--- src/shared/cba_pkg.sv ---
// Package of types and constants for the bus address-phase block.
package cba_pkg;
	localparam int CBA_ADDR_MSB   = 31;
	localparam int CBA_ADDR_LSB   = 3;
	localparam int CBA_PAR_LSB    = 5;
	localparam int CBA_A20_BIT    = 20;
	localparam int CBA_ADDR_W     = CBA_ADDR_MSB - CBA_ADDR_LSB + 1;
	localparam int CBA_PAR_W      = CBA_ADDR_MSB - CBA_PAR_LSB + 1;
	localparam int CBA_PAR_OFS    = CBA_PAR_LSB - CBA_ADDR_LSB;

	// Reset levels of the outputs.
	localparam logic CBA_STROBE_RST = 1'h1;
	localparam logic CBA_ERR_RST    = 1'h1;
	localparam logic CBA_OE_RST     = 1'h1;

	// Kind of a requested bus cycle.
	typedef enum logic [1:0] {
		CBA_KIND_MEM,
		CBA_KIND_IO,
		CBA_KIND_SPECIAL
	} cba_kind_t;

	// Request from the core to start a bus cycle.
	typedef struct packed {
		cba_kind_t                 kind;
		logic [CBA_ADDR_MSB:0]     addr;
		logic [CBA_ADDR_W-1:0]     special_code;
	} cba_req_t;

	// Snoop address delivered to the cache side.
	typedef struct packed {
		logic                      valid;
		logic [CBA_ADDR_MSB:0]     addr;
	} cba_snoop_t;

	// Even parity over the cache-line address bits.
	function automatic logic cba_even_par(
		input logic [CBA_PAR_W-1:0] bits
	);
		cba_even_par = ^bits;
	endfunction : cba_even_par
endpackage : cba_pkg

--- src/cba_parity_chk.sv ---
// Registered address parity checker for inquire cycles.
`timescale 1ns/1ns
`default_nettype none
module cba_parity_chk (
	input  wire logic                          clk_in,     // Bus clock.
	input  wire logic                          rst_b_in,   // Async reset, low.
	input  wire logic                          check_in,   // Sample this cycle.
	input  wire logic [cba_pkg::CBA_PAR_W-1:0] addr_in,    // Bits 31 to 5.
	input  wire logic                          par_in,     // Parity pin.
	output logic                               err_n_out   // Error, one clock.
);
	import cba_pkg::*;

	logic err_n_d;
	logic err_n_q;

	// -------------------------------------------------------------
	// Check logic
	// -------------------------------------------------------------
	always_comb begin
		err_n_d = 1'h1;
		if (check_in && (cba_even_par(addr_in) != par_in)) begin
			err_n_d = 1'h0;
		end
	end

	always_ff @(posedge clk_in or negedge rst_b_in) begin
		if (!rst_b_in) begin
			err_n_q <= CBA_ERR_RST;
		end else begin
			err_n_q <= err_n_d;
		end
	end

	assign err_n_out = err_n_q;
endmodule : cba_parity_chk
`default_nettype wire

--- src/cba_addr_phase.sv ---
// Address phase of the processor external bus with inquire support.
//
// Functional notes
// - Mask address bit 20 when requested.
// - Drive address bits 31:3 for memory/IO.
// - Special cycles carry cycle code on address.
// - System drives 31:5 in inquire; device samples.
// - Strobe low marks each cycle start.
// - Address and strobe from same edge.
// - Strobe copy identical to strobe.
// - Float address and parity on hold edge.
// - Other outputs stay driven under hold.
// - Even parity over bits 31:5 and parity.
// - Bits 4 and 3 excluded from parity.
// - Parity mismatch pulses error one clock.
`timescale 1ns/1ns
`default_nettype none
module cba_addr_phase (
	input  wire logic                          clk_in,          // Bus clock.
	input  wire logic                          rst_b_in,        // Reset, low.
	input  wire logic                          addr20_mask_in,  // Mask bit 20.
	input  wire logic                          req_valid_in,    // Start cycle.
	input  wire cba_pkg::cba_req_t             req_in,          // Cycle request.
	output logic                               req_ready_out,   // Can start.
	input  wire logic                          addr_hold_req,   // Hold request.
	input  wire logic                          inq_valid_in,    // Inquire strobe.
	input  wire logic [cba_pkg::CBA_ADDR_W-1:0] addr_bus_in,    // Pin level.
	output logic [cba_pkg::CBA_ADDR_W-1:0]     addr_bus_out,    // Pin drive.
	output logic                               addr_hi_oe_out,  // Bits 31:5 oe.
	output logic                               addr_lo_oe_out,  // Bits 4:3 oe.
	input  wire logic                          addr_parity_in,  // Parity pin.
	output logic                               addr_parity_bit, // Parity drive.
	output logic                               addr_parity_oe_out, // Parity oe.
	output logic                               cycle_strobe_n,  // Cycle start.
	output logic                               cycle_strobe_copy_n, // Copy.
	output logic                               addr_parity_err_n, // Bad parity.
	output cba_pkg::cba_snoop_t                snoop_out        // Snoop addr.
);
	import cba_pkg::*;

	typedef enum logic [1:0] {
		CBA_ST_IDLE,
		CBA_ST_HOLD,
		CBA_ST_RESUME
	} cba_state_t;

	// -------------------------------------------------------------
	// Elaboration checks and state
	// -------------------------------------------------------------
	// The parity field must sit above bits 4:3, bit 20 inside the pins.
	if (CBA_PAR_LSB <= CBA_ADDR_LSB || CBA_A20_BIT > CBA_ADDR_MSB ||
		CBA_A20_BIT < CBA_ADDR_LSB) begin : g_bad_layout
		$error("Address pin layout not supported.");
	end

	// Bus-cycle and hold state.
	cba_state_t                state_q;
	cba_state_t                state_d;
	// Registered pin drive.
	logic [CBA_ADDR_W-1:0]     addr_q;
	logic [CBA_ADDR_W-1:0]     addr_d;
	logic                      par_q;
	logic                      par_d;
	logic                      oe_q;
	logic                      oe_d;
	logic                      strobe_n_q;
	logic                      strobe_n_d;
	logic                      strobe_c_n_q;
	logic                      strobe_c_n_d;
	// Core handshake and snoop result.
	logic                      ready_q;
	logic                      ready_d;
	cba_snoop_t                snoop_q;
	cba_snoop_t                snoop_d;
	// Combinational address path.
	logic [CBA_ADDR_MSB:0]     phys;
	logic [CBA_ADDR_W-1:0]     drive_val;
	logic                      inq_sample;

	// -------------------------------------------------------------
	// Address formation
	// -------------------------------------------------------------
	always_comb begin
		// Bit 20 is masked before anything else sees the address.
		phys = req_in.addr;
		if (addr20_mask_in) begin
			phys[CBA_A20_BIT] = 1'h0;
		end
		drive_val = phys[CBA_ADDR_MSB:CBA_ADDR_LSB];
		// Special cycles ignore the mask: the code is not an address.
		// special cycle code
		if (req_in.kind == CBA_KIND_SPECIAL) begin
			drive_val = req_in.special_code;
		end
	end

	// Only an address seen while our drivers are off is the system's.
	// sample snoop address
	assign inq_sample = (state_q == CBA_ST_HOLD) && inq_valid_in;

	// -------------------------------------------------------------
	// Cycle and hold control
	// -------------------------------------------------------------
	always_comb begin
		state_d      = state_q;
		addr_d       = addr_q;
		par_d        = par_q;
		oe_d         = oe_q;
		strobe_n_d   = 1'h1;
		ready_d      = 1'h0;
		snoop_d      = '{valid: 1'h0, addr: snoop_q.addr};
		unique case (state_q)
			CBA_ST_IDLE: begin
				// Ready is registered: a request is taken the edge after.
				ready_d = !addr_hold_req;
				// Hold wins over a pending request, so the pins are never
				// driven by both sides at once.
				// system requests hold
				if (addr_hold_req) begin
					oe_d    = 1'h0;
					state_d = CBA_ST_HOLD;
				end else if (req_valid_in && ready_q) begin
					addr_d     = drive_val;
					// Parity comes from the value being registered, so the
					// pins and the parity bit change on one edge.
					// bits 4:3 excluded
					par_d      = cba_even_par(
						drive_val[CBA_ADDR_W-1:CBA_PAR_OFS]);
					strobe_n_d = 1'h0;
				end
			end
			CBA_ST_HOLD: begin
				// A line is 32 bytes, so snoop bits 4:0 read as zero.
				if (inq_sample) begin
					snoop_d.valid = 1'h1;
					snoop_d.addr  = {addr_bus_in[CBA_ADDR_W-1:CBA_PAR_OFS],
						{CBA_PAR_LSB{1'h0}}};
				end
				// Hold is a level; drivers return the edge after it drops.
				// redrive before next cycle
				if (!addr_hold_req) begin
					oe_d    = 1'h1;
					state_d = CBA_ST_RESUME;
				end
			end
			CBA_ST_RESUME: begin
				// The cycle after hold only redrives the pins, so the
				// address is settled before the next strobe.
				ready_d = !addr_hold_req;
				state_d = CBA_ST_IDLE;
				if (addr_hold_req) begin
					oe_d    = 1'h0;
					state_d = CBA_ST_HOLD;
				end
			end
		endcase
		// The copy is a register of its own so each pin has one load.
		// copy follows strobe
		strobe_c_n_d = strobe_n_d;
	end

	// -------------------------------------------------------------
	// Registers
	// -------------------------------------------------------------
	always_ff @(posedge clk_in or negedge rst_b_in) begin
		if (!rst_b_in) begin
			state_q      <= CBA_ST_IDLE;
			addr_q       <= '0;
			par_q        <= 1'h0;
			oe_q         <= CBA_OE_RST;
			strobe_n_q   <= CBA_STROBE_RST;
			strobe_c_n_q <= CBA_STROBE_RST;
			ready_q      <= 1'h0;
			snoop_q      <= '0;
		end else begin
			state_q      <= state_d;
			addr_q       <= addr_d;
			par_q        <= par_d;
			oe_q         <= oe_d;
			strobe_n_q   <= strobe_n_d;
			strobe_c_n_q <= strobe_c_n_d;
			ready_q      <= ready_d;
			snoop_q      <= snoop_d;
		end
	end

	// -------------------------------------------------------------
	// Inquire parity check
	// -------------------------------------------------------------
	// check sampled inquire
	cba_parity_chk cba_parity_chk_inst (
		.clk_in    (clk_in),
		.rst_b_in  (rst_b_in),
		.check_in  (inq_sample),
		.addr_in   (addr_bus_in[CBA_ADDR_W-1:CBA_PAR_OFS]),
		.par_in    (addr_parity_in),
		.err_n_out (addr_parity_err_n)
	);

	// -------------------------------------------------------------
	// Output pins
	// -------------------------------------------------------------
	assign addr_bus_out        = addr_q;
	assign addr_hi_oe_out      = oe_q;
	assign addr_lo_oe_out      = oe_q;
	assign addr_parity_bit     = par_q;
	assign addr_parity_oe_out  = oe_q;
	// strobes stay driven
	// The strobes have no enable, so a hold never floats them.
	assign cycle_strobe_n      = strobe_n_q;
	assign cycle_strobe_copy_n = strobe_c_n_q;
	assign req_ready_out       = ready_q;
	assign snoop_out           = snoop_q;
endmodule : cba_addr_phase
`default_nettype wire

--- config.mk ---
export PLATFORM = sky130hd
export DESIGN_NAME = cba_addr_phase
export DESIGN_NICKNAME = d
export VERILOG_FILES = /design/src/shared/cba_pkg.sv /design/src/cba_parity_chk.sv /design/src/cba_addr_phase.sv
export SDC_FILE = /design/constraint.sdc
export NUM_CORES = 1
export LEC_CHECK = 0
export BUFFER_PORTS_ARGS = -buffer_cell sky130_fd_sc_hd__buf_4
export CAP_MARGIN = 25
export CORE_MARGIN = 2
export CORE_UTILIZATION = 35
export DETAILED_ROUTE_END_ITERATION = 12
export PLACE_DENSITY_LB_ADDON = 0.05
export SLEW_MARGIN = 20
export SYNTH_ARGS = -nofsm -noshare
export SYNTH_HDL_FRONTEND = slang
export SYNTH_SLANG_ARGS = --single-unit
--- constraint.sdc ---
create_clock -name clk_in -period 1.9 [get_ports clk_in]
set_input_delay 0 -clock clk_in [delete_from_list [all_inputs] [get_ports clk_in]]
set_output_delay 0 -clock clk_in [all_outputs]
set_load 0.02 [all_outputs]
==> results of run 1 <==
==> worst paths after layout <==
path | endpoint | startpoint | cells after the start | slack, ns
min | addr_bus_out[17] | addr20_mask_in | 4 | 0.12
max in group asynchronous | addr_bus_out[11] | rst_b_in | 2 | 1.04
max | addr_parity_bit | req_in[2] | 8 | 0.20
min reg2reg | snoop_out[9] | snoop_out[9] | 2 | 0.47
min in group asynchronous | snoop_out[21] | rst_b_in | 2 | 0.31
max reg2reg | addr_bus_out[0] | state_q[0] | 6 | 0.36
==> worst max-delay path: cells and delay by family <==
kind                      cells  cell delay [ns]
xor gates and xnor gates      4             0.99
buffers and inverters         2             0.70
muxes                         1             0.14
AOI/OAI and AO/OA             1             0.08
==> cells in the mapped netlist (all sizes together) <==
master,instances,share of area
a31oi,29,0.053
dfstp,3,0.023
a21oi,2,0.0029
mux2i,1,0.0029
inv,3,0.0033
buf,14,0.028
xor2,6,0.015
nand3,1,0.0015
conb,1,0.0011
nor3b,1,0.0022
dfrtp,61,0.45
nor2,34,0.038
nand2b,3,0.0055
clkbuf,11,0.012
nor2b,1,0.0018
xnor2,65,0.18
nand3b,1,0.0022
nand2,139,0.15
nor3,1,0.0015
xnor3,4,0.026
==> cell families (layout without fill, tap and decap cells) <==
group                  count (synthesis)  after routing  share of synthesized area
buffers and inverters                 28            269                     0.0438
flip-flops                            64             64                      0.472
multiplexers                           1              1                    0.00294
AND/OR/NAND/NOR                      181            181                      0.206
XOR/XNOR                              75             75                      0.218
AO/OA/AOI/OAI                         31             31                     0.0563
other                                  1              5                    0.00110
==> cells in the final DEF, fill, tap and decap left out, types with 2 or more instances in the layout <==
cell and n:
sky130_fd_sc_hd__clkbuf_1 2, sky130_fd_sc_hd__nand2b_1 3, sky130_fd_sc_hd__dlygate4sd3_1 86, sky130_fd_sc_hd__nor2_1 33
sky130_fd_sc_hd__xnor2_2 4, sky130_fd_sc_hd__xnor2_1 61, sky130_fd_sc_hd__dfrtp_1 61, sky130_fd_sc_hd__a21oi_1 2
sky130_fd_sc_hd__conb_1 5, sky130_fd_sc_hd__buf_4 163, sky130_fd_sc_hd__dfstp_2 3, sky130_fd_sc_hd__clkbuf_8 11
sky130_fd_sc_hd__xnor3_1 4, sky130_fd_sc_hd__clkinv_2 2, sky130_fd_sc_hd__inv_1 3, sky130_fd_sc_hd__a31oi_1 29
sky130_fd_sc_hd__nand2_1 139, sky130_fd_sc_hd__xor2_1 6
==> state kept, by name (all words and copies together), names as in the netlist <==
name,cells
addr_bus_out,29
addr_hi_oe_out,1
addr_parity_bit,1
cba_parity_chk_inst.err_n_out,1
cycle_strobe_copy_n,1
req_ready_out,1
snoop_out,28
state_q,2
==> routing by layer <==
metal  vias up  share of wire  GRT usage
met4         0          0.013     0.0595
met2       120           0.49      0.330
li1       1667              -          -
met5         -              0          0
met3        12          0.067     0.0380
met1      1559           0.43      0.242
==> where the power goes <==
part / internal [mW] / switching, mW
clock: 0.542 / 0.523
sequential: 1.93 / 0.313
combinational: 1.57 / 1.68
total: 4.04 / 2.51
==> cell type report <==
cell class	instances	area (sq um)
fillers	822	3600
repair buffers	250	2100
multi-input cells	293	1670
flip-flops and latches	64	1610
well taps	129	161
clock buffers	13	159
clock inverters	3	17.5
inverters	3	11.3
==> timing repair <==
item	4_1_cts	5_1_grt
hold endpoints to repair	121	0
hold buffers	86	0
setup endpoints to repair	0	0
buffers inserted	0	0
==> load_flow_metrics.sql, run 1 <==
INSERT INTO impl_metrics (metric_group, metric, value, unit) VALUES
('critical_path', 'crit_required', '2.10', 'ns'),
('clocking', 'cts.reportedPaths.clkPinSlew', '0.07', 'ns'),
('timing', 'number_of_pins_exceeding_their_max_slew_limit_in_the_final_report', '0', ''),
('timing', 'rsz0062_at_grt', 'false', ''),
('detailed_routing', 'drc', '0', ''),
('place', 'post-place-ws', '0.400', 'ns'),
('die', 'io_pins', '169', ''),
('die', 'start_util', '0.365', ''),
('timing', 'timing.final.crit_period', '1.70', 'ns'),
('layout', 'finish.utilization', '0.614', ''),
('timing', 'final_hold_viol_count', '0', ''),
('detailed_routing', 'drt-pass1-iter-count', '5', ''),
('global_routing', 'overall_routing_resource_usage', '0.191', ''),
('run_status', 'outcome', 'finished, final reports clean', ''),
('timing', 'finalSetupTns', '0', 'ns'),
('global_routing', 'antenna_found_initial', '0', ''),
('clocking', 'cts_tree', 'yes', ''),
('timing', 'timing.max_slew.rel_slack', '0.446', ''),
('detailed_routing', 'dr.first_iter.drc_count', '84', ''),
('critical_path', 'critical_path.endpoint_type', 'flop', ''),
('place', 'place.detailed.instances', '653', ''),
('place', 'placement.io_buffers', '158', ''),
('timing', 'max_freq', '588', 'MHz'),
('global_routing', 'wire_length_of_the_first_global_routing_pass', '15700', 'um'),
('yosys', 'post_synth.cell_area_avg', '8.93', 'sq um'),
('layout', 'area_of_all_placed_cells_without_fillers', '5730', 'sq um'),
('timing', 'layout_setup_ws', '0.198', 'ns'),
('die', 'fp.dieH', '103', 'um'),
('critical_path', 'cp_max_fo', '2', ''),
('die', 'area_inside_the_core_boundary', '9330', 'sq um'),
('yosys', 'syn-cell-area', '3400', 'sq um'),
('place', 'dpl.hpwl', '6390', 'um'),
('timing', 'post-route-period-util', '0.896', ''),
('yosys', 'post_synth_cell_types', '23', ''),
('critical_path', 'cp_data_arrival_time', '1.91', 'ns'),
('critical_path', 'criticalPathCategory', 'in2reg', ''),
('place', 'place.gp.congestion', '0.779', ''),
('detailed_routing', 'routed_wl', '9950', 'um'),
('layout', 'drive_above_1_share', '0.299', ''),
('layout', 'area_added_between_synthesis_and_finish', '68.5', '%'),
('detailed_routing', 'routed_wire_length_per_instance', '13.2', 'um'),
('layout', 'diodes', '0', ''),
('yosys', 'yosysWarningCount', '0', ''),
('power', 'max-vdd-ir-drop', '0.479', 'mV'),
('run', 'max-cap-violations', '0', ''),
('layout', 'finish.net_count', '720', ''),
('detailed_routing', 'routed_vias', '3358', ''),
('global_routing', 'first_global_vias', '3310', ''),
('global_routing', 'maximum_number_of_pins_on_one_net_before_global_route_repair', '65', ''),
('clocking', 'cts_buffer_depth', '2', ''),
('clocking', 'insertion_delay', '0.33', 'ns'),
('yosys', 'syn_inst', '381', ''),
('clocking', 'cts_repair_resize_count', '0', ''),
('power', 'power.density', '1140', 'nW/um^2'),
('worst_hold_path', 'min-delay-path-class', 'in2reg', ''),
('critical_path', 'timing.critical_path.cells', 'dlygate4sd3_1 -> buf_4 -> xnor2_1 -> xnor2_1 -> xnor3_1 -> xnor3_1 -> mux2i_1 -> a21oi_1', ''),
('clocking', 'cts_made_buffers', '9', ''),
('timing', 'worst_pin_slew', '0.832', 'ns'),
('power', 'total_power', '6.55', 'mW'),
('clocking', 'cts.root.buffer_cell', 'sky130_fd_sc_hd__clkbuf_8', ''),
('critical_path', 'worstSetupStartpointType', 'input port', ''),
('timing', 'fin_skew', '0.0130', 'ns'),
('detailed_routing', 'detail-route-antenna-nets', '0', ''),
('global_routing', 'overflow', '0', ''),
('timing', 'final_setup_violation_count', '0', ''),
('place', 'post_dp_cell_area', '4690', 'sq um'),
('layout', 'final_instance_count_without_filler_cells', '755', ''),
('critical_path', 'critPathMaxStageDelay', '0.55', 'ns'),
('die', 'rows', '35', ''),
('timing', 'finalHoldWorstSlack', '0.121', 'ns'),
('yosys', 'ys_seq_elements', '64', ''),
('clocking', 'cts-htree-levels', '3', ''),
('die', 'fp.dieArea', '10500', 'sq um'),
('clocking', 'number_of_clock_sinks', '64', ''),
('die', 'die-width', '103', 'um'),
('critical_path', 'slowest_stage', 'sky130_fd_sc_hd__dlygate4sd3_1', ''),
('power', 'cellLeakagePower', '2.77', 'nW'),
('detailed_routing', 'viasPerCell', '4.45', ''),
('yosys', 'synth_sequential_area_ratio', '0.472', '');
Power figures use the tool's default switching activity.
==> run 2: changes to the inputs <==
BUFFER_PORTS_ARGS = default   (was -buffer_cell sky130_fd_sc_hd__buf_4)
DONT_BUFFER_PORTS = 1   (was default)
==> load_flow_metrics.sql, run 2 (synthesis results as in run 1) <==
INSERT INTO impl_metrics (metric_group, metric, value, unit) VALUES
('detailed_routing', 'drt-pass1-iter-count', '4', ''),
('global_routing', 'overall_routing_resource_usage', '0.179', ''),
('place', 'placement.io_buffers', '0', ''),
('power', 'combinational_group_share_of_total_power', '0.239', ''),
('layout', 'mostFrequentLayoutCell', 'sky130_fd_sc_hd__nand2_1', ''),
('worst_hold_path', 'hp-start', 'addr20_mask_in', ''),
('critical_path', 'reg2regPathDepth', '6', ''),
('layout', 'finish.net_count', '565', ''),
('timing', 'fin_skew', '0.00677', 'ns'),
('detailed_routing', 'dr.first_iter.drc_count', '48', ''),
('critical_path', 'critical_path.endpoint_type', 'flop', ''),
('clocking', 'insertion_delay', '0.33', 'ns'),
('clocking', 'cts.reportedPaths.clkPinSlew', '0.07', 'ns'),
('clocking', 'number_of_clock_sinks', '64', ''),
('power', 'power.net_switching', '2.32', 'mW'),
('global_routing', 'overflow', '0', ''),
('power', 'power_frac_seq', '0.532', ''),
('power', 'max-vdd-ir-drop', '0.529', 'mV'),
('clocking', 'cts_made_buffers', '9', ''),
('layout', 'drive_above_1_share', '0.0679', ''),
('global_routing', 'first_global_vias', '2918', ''),
('critical_path', 'critPathMaxStageDelay', '0.41', 'ns'),
('place', 'dpl.hpwl', '5900', 'um'),
('timing', 'layout_setup_ws', '0.450', 'ns'),
('place', 'place.detailed.instances', '496', ''),
('die', 'fp.dieH', '103', 'um'),
('power', 'power.clock.fraction', '0.229', ''),
('die', 'die-width', '103', 'um'),
('critical_path', 'worstSetupStartpointType', 'flop', ''),
('timing', 'post-route-period-util', '0.763', ''),
('clocking', 'cts-htree-levels', '3', ''),
('die', 'rows', '35', ''),
('timing', 'final_hold_viol_count', '0', ''),
('place', 'post_dp_cell_area', '3510', 'sq um'),
('global_routing', 'antenna_found_initial', '0', ''),
('power', 'net_sw_frac', '0.401', ''),
('detailed_routing', 'viasPerCell', '4.58', ''),
('layout', 'area_of_all_placed_cells_without_fillers', '4630', 'sq um'),
('detailed_routing', 'detail-route-antenna-nets', '0', ''),
('timing', 'rsz0062_at_grt', 'false', ''),
('timing', 'finalSetupTns', '0', 'ns'),
('place', 'post-place-ws', '0.455', 'ns'),
('critical_path', 'criticalPathCategory', 'reg2reg', ''),
('worst_hold_path', 'min_delay_path_depth', '3', ''),
('critical_path', 'cp_max_fo', '49', ''),
('layout', 'diodes', '0', ''),
('place', 'place.gp.congestion', '0.731', ''),
('layout', 'final_instance_count_without_filler_cells', '600', ''),
('timing', 'finalHoldWorstSlack', '0.0278', 'ns'),
('critical_path', 'slowest_stage', 'sky130_fd_sc_hd__dfrtp_1', ''),
('timing', 'final_setup_violation_count', '0', ''),
('clocking', 'cts_tree', 'yes', ''),
('detailed_routing', 'routed_wl', '9270', 'um'),
('layout', 'layout.cells.most_common_list', 'sky130_fd_sc_hd__nand2_1, sky130_fd_sc_hd__dlygate4sd3_1, sky130_fd_sc_hd__xnor2_1, sky130_fd_sc_hd__dfrtp_1, sky130_fd_sc_hd__nor2_1', ''),
('clocking', 'cts_buffer_depth', '2', ''),
('critical_path', 'critical_path.reg2reg.endpoint', 'addr_bus_out[25]', ''),
('critical_path', 'reg2reg_from', 'state_q[0]', ''),
('layout', 'area_added_between_synthesis_and_finish', '36.3', '%'),
('run', 'max-cap-violations', '0', ''),
('worst_hold_path', 'min-delay-path-class', 'in2reg', ''),
('detailed_routing', 'drc', '0', ''),
('critical_path', 'timing.critical_path.cells', 'nor2_1 -> nand3_1 -> nor2_4 -> buf_12 -> nor2_1 -> a31oi_1', ''),
('critical_path', 'crit_required', '2.15', 'ns'),
('run_status', 'outcome', 'finished, final reports clean', ''),
('die', 'start_util', '0.365', ''),
('layout', 'n_fill_cell', '895', ''),
('detailed_routing', 'routed_wire_length_per_instance', '15.4', 'um'),
('critical_path', 'reg2reg_setup_slack', '0.45', 'ns'),
('power', 'cellLeakagePower', '2.05', 'nW'),
('layout', 'finish.utilization', '0.497', ''),
('power', 'total_power', '5.79', 'mW'),
('timing', 'number_of_pins_exceeding_their_max_slew_limit_in_the_final_report', '0', ''),
('die', 'fp.dieArea', '10500', 'sq um'),
('global_routing', 'wire_length_of_the_first_global_routing_pass', '14200', 'um'),
('critical_path', 'cp_data_arrival_time', '1.70', 'ns'),
('power', 'power.density', '1250', 'nW/um^2'),
('critical_path', 'crit_top_cell', 'sky130_fd_sc_hd__nor2_1', ''),
('timing', 'timing.final.crit_period', '1.45', 'ns'),
('detailed_routing', 'routed_vias', '2749', ''),
('power', 'internal-power', '3.47', 'mW'),
('global_routing', 'maximum_number_of_pins_on_one_net_before_global_route_repair', '65', ''),
('worst_hold_path', 'holdPathEnd', 'addr_bus_out[17]', ''),
('die', 'io_pins', '169', ''),
('timing', 'max_freq', '690', 'MHz'),
('layout', 'largest_register_ff_count', '29', ''),
('die', 'area_inside_the_core_boundary', '9330', 'sq um'),
('clocking', 'cts.root.buffer_cell', 'sky130_fd_sc_hd__clkbuf_8', '');
[run 2: cell types whose count changed in the layout (fill, tap and decap cells not counted), sizes merged]
cell / before / now
buf: 164 / 8
bufinv: 0 / 2
clkbuf: 13 / 11
clkinv: 2 / 1
clkinvlp: 1 / 2
dlygate4sd3: 86 / 87
[run 2: worst max-delay path by stage]
stage                     startpoint          endpoint  slack (ns)  cells after the start
after detailed placement  state_q[0]   addr_bus_out[6]        0.45                      6
after global routing      state_q[0]  addr_bus_out[25]        0.26                      6
after floorplan           state_q[0]  addr_bus_out[19]        0.51                      5
after CTS                 state_q[0]  addr_bus_out[11]        0.45                      6
final                     state_q[0]  addr_bus_out[25]        0.45                      6
after global placement    state_q[0]  addr_bus_out[23]        0.50                      6
[run 2: worst max-delay path, delay by kind of cell (launching register included)]
family                 cells  cell delay [ns]
buffers and inverters      1             0.23
AND/OR/NAND/NOR            4             0.57
flip-flops                 1             0.41
AO/OA/AOI/OAI              1             0.14
[run 2: routing by layer]
layer,GRT usage,vias to the layer above,wire [um]
met5,0,-,0
met4,0.0615,0,118
met3,0.0637,10,923
met2,0.305,111,4410
met1,0.208,1272,3810
li1,-,1356,-
[run 2: area by class of cell]
cell class / instances / area [sq um] / share of cell area
inverters: 3 / 11.3 / 0.00243
clock buffers: 11 / 141 / 0.0305
flip-flops and latches: 64 / 1610 / 0.346
multi-input cells: 293 / 1670 / 0.361
well taps: 129 / 161 / 0.0348
clock inverters: 5 / 80.1 / 0.0173
repair buffers: 95 / 963 / 0.208
[run 2: power groups by stage]
stage          sequential, mW  combinational (mW)  clock [mW]
6_report                 3.08                1.39        1.32
5_1_grt                  3.17                1.59        1.44
4_1_cts                  3.10                1.40        1.37
3_5_place_dp             3.12                1.22           0
3_3_place_gp             3.12                1.19           0
2_1_floorplan            2.94                1.10           0
[run 2: what timing repair did]
item                                   4_1_cts  5_1_grt
hold buffers                                88        0
buffers inserted                             0        0
gates resized for setup                      0        0
endpoints found under the hold margin      124        0
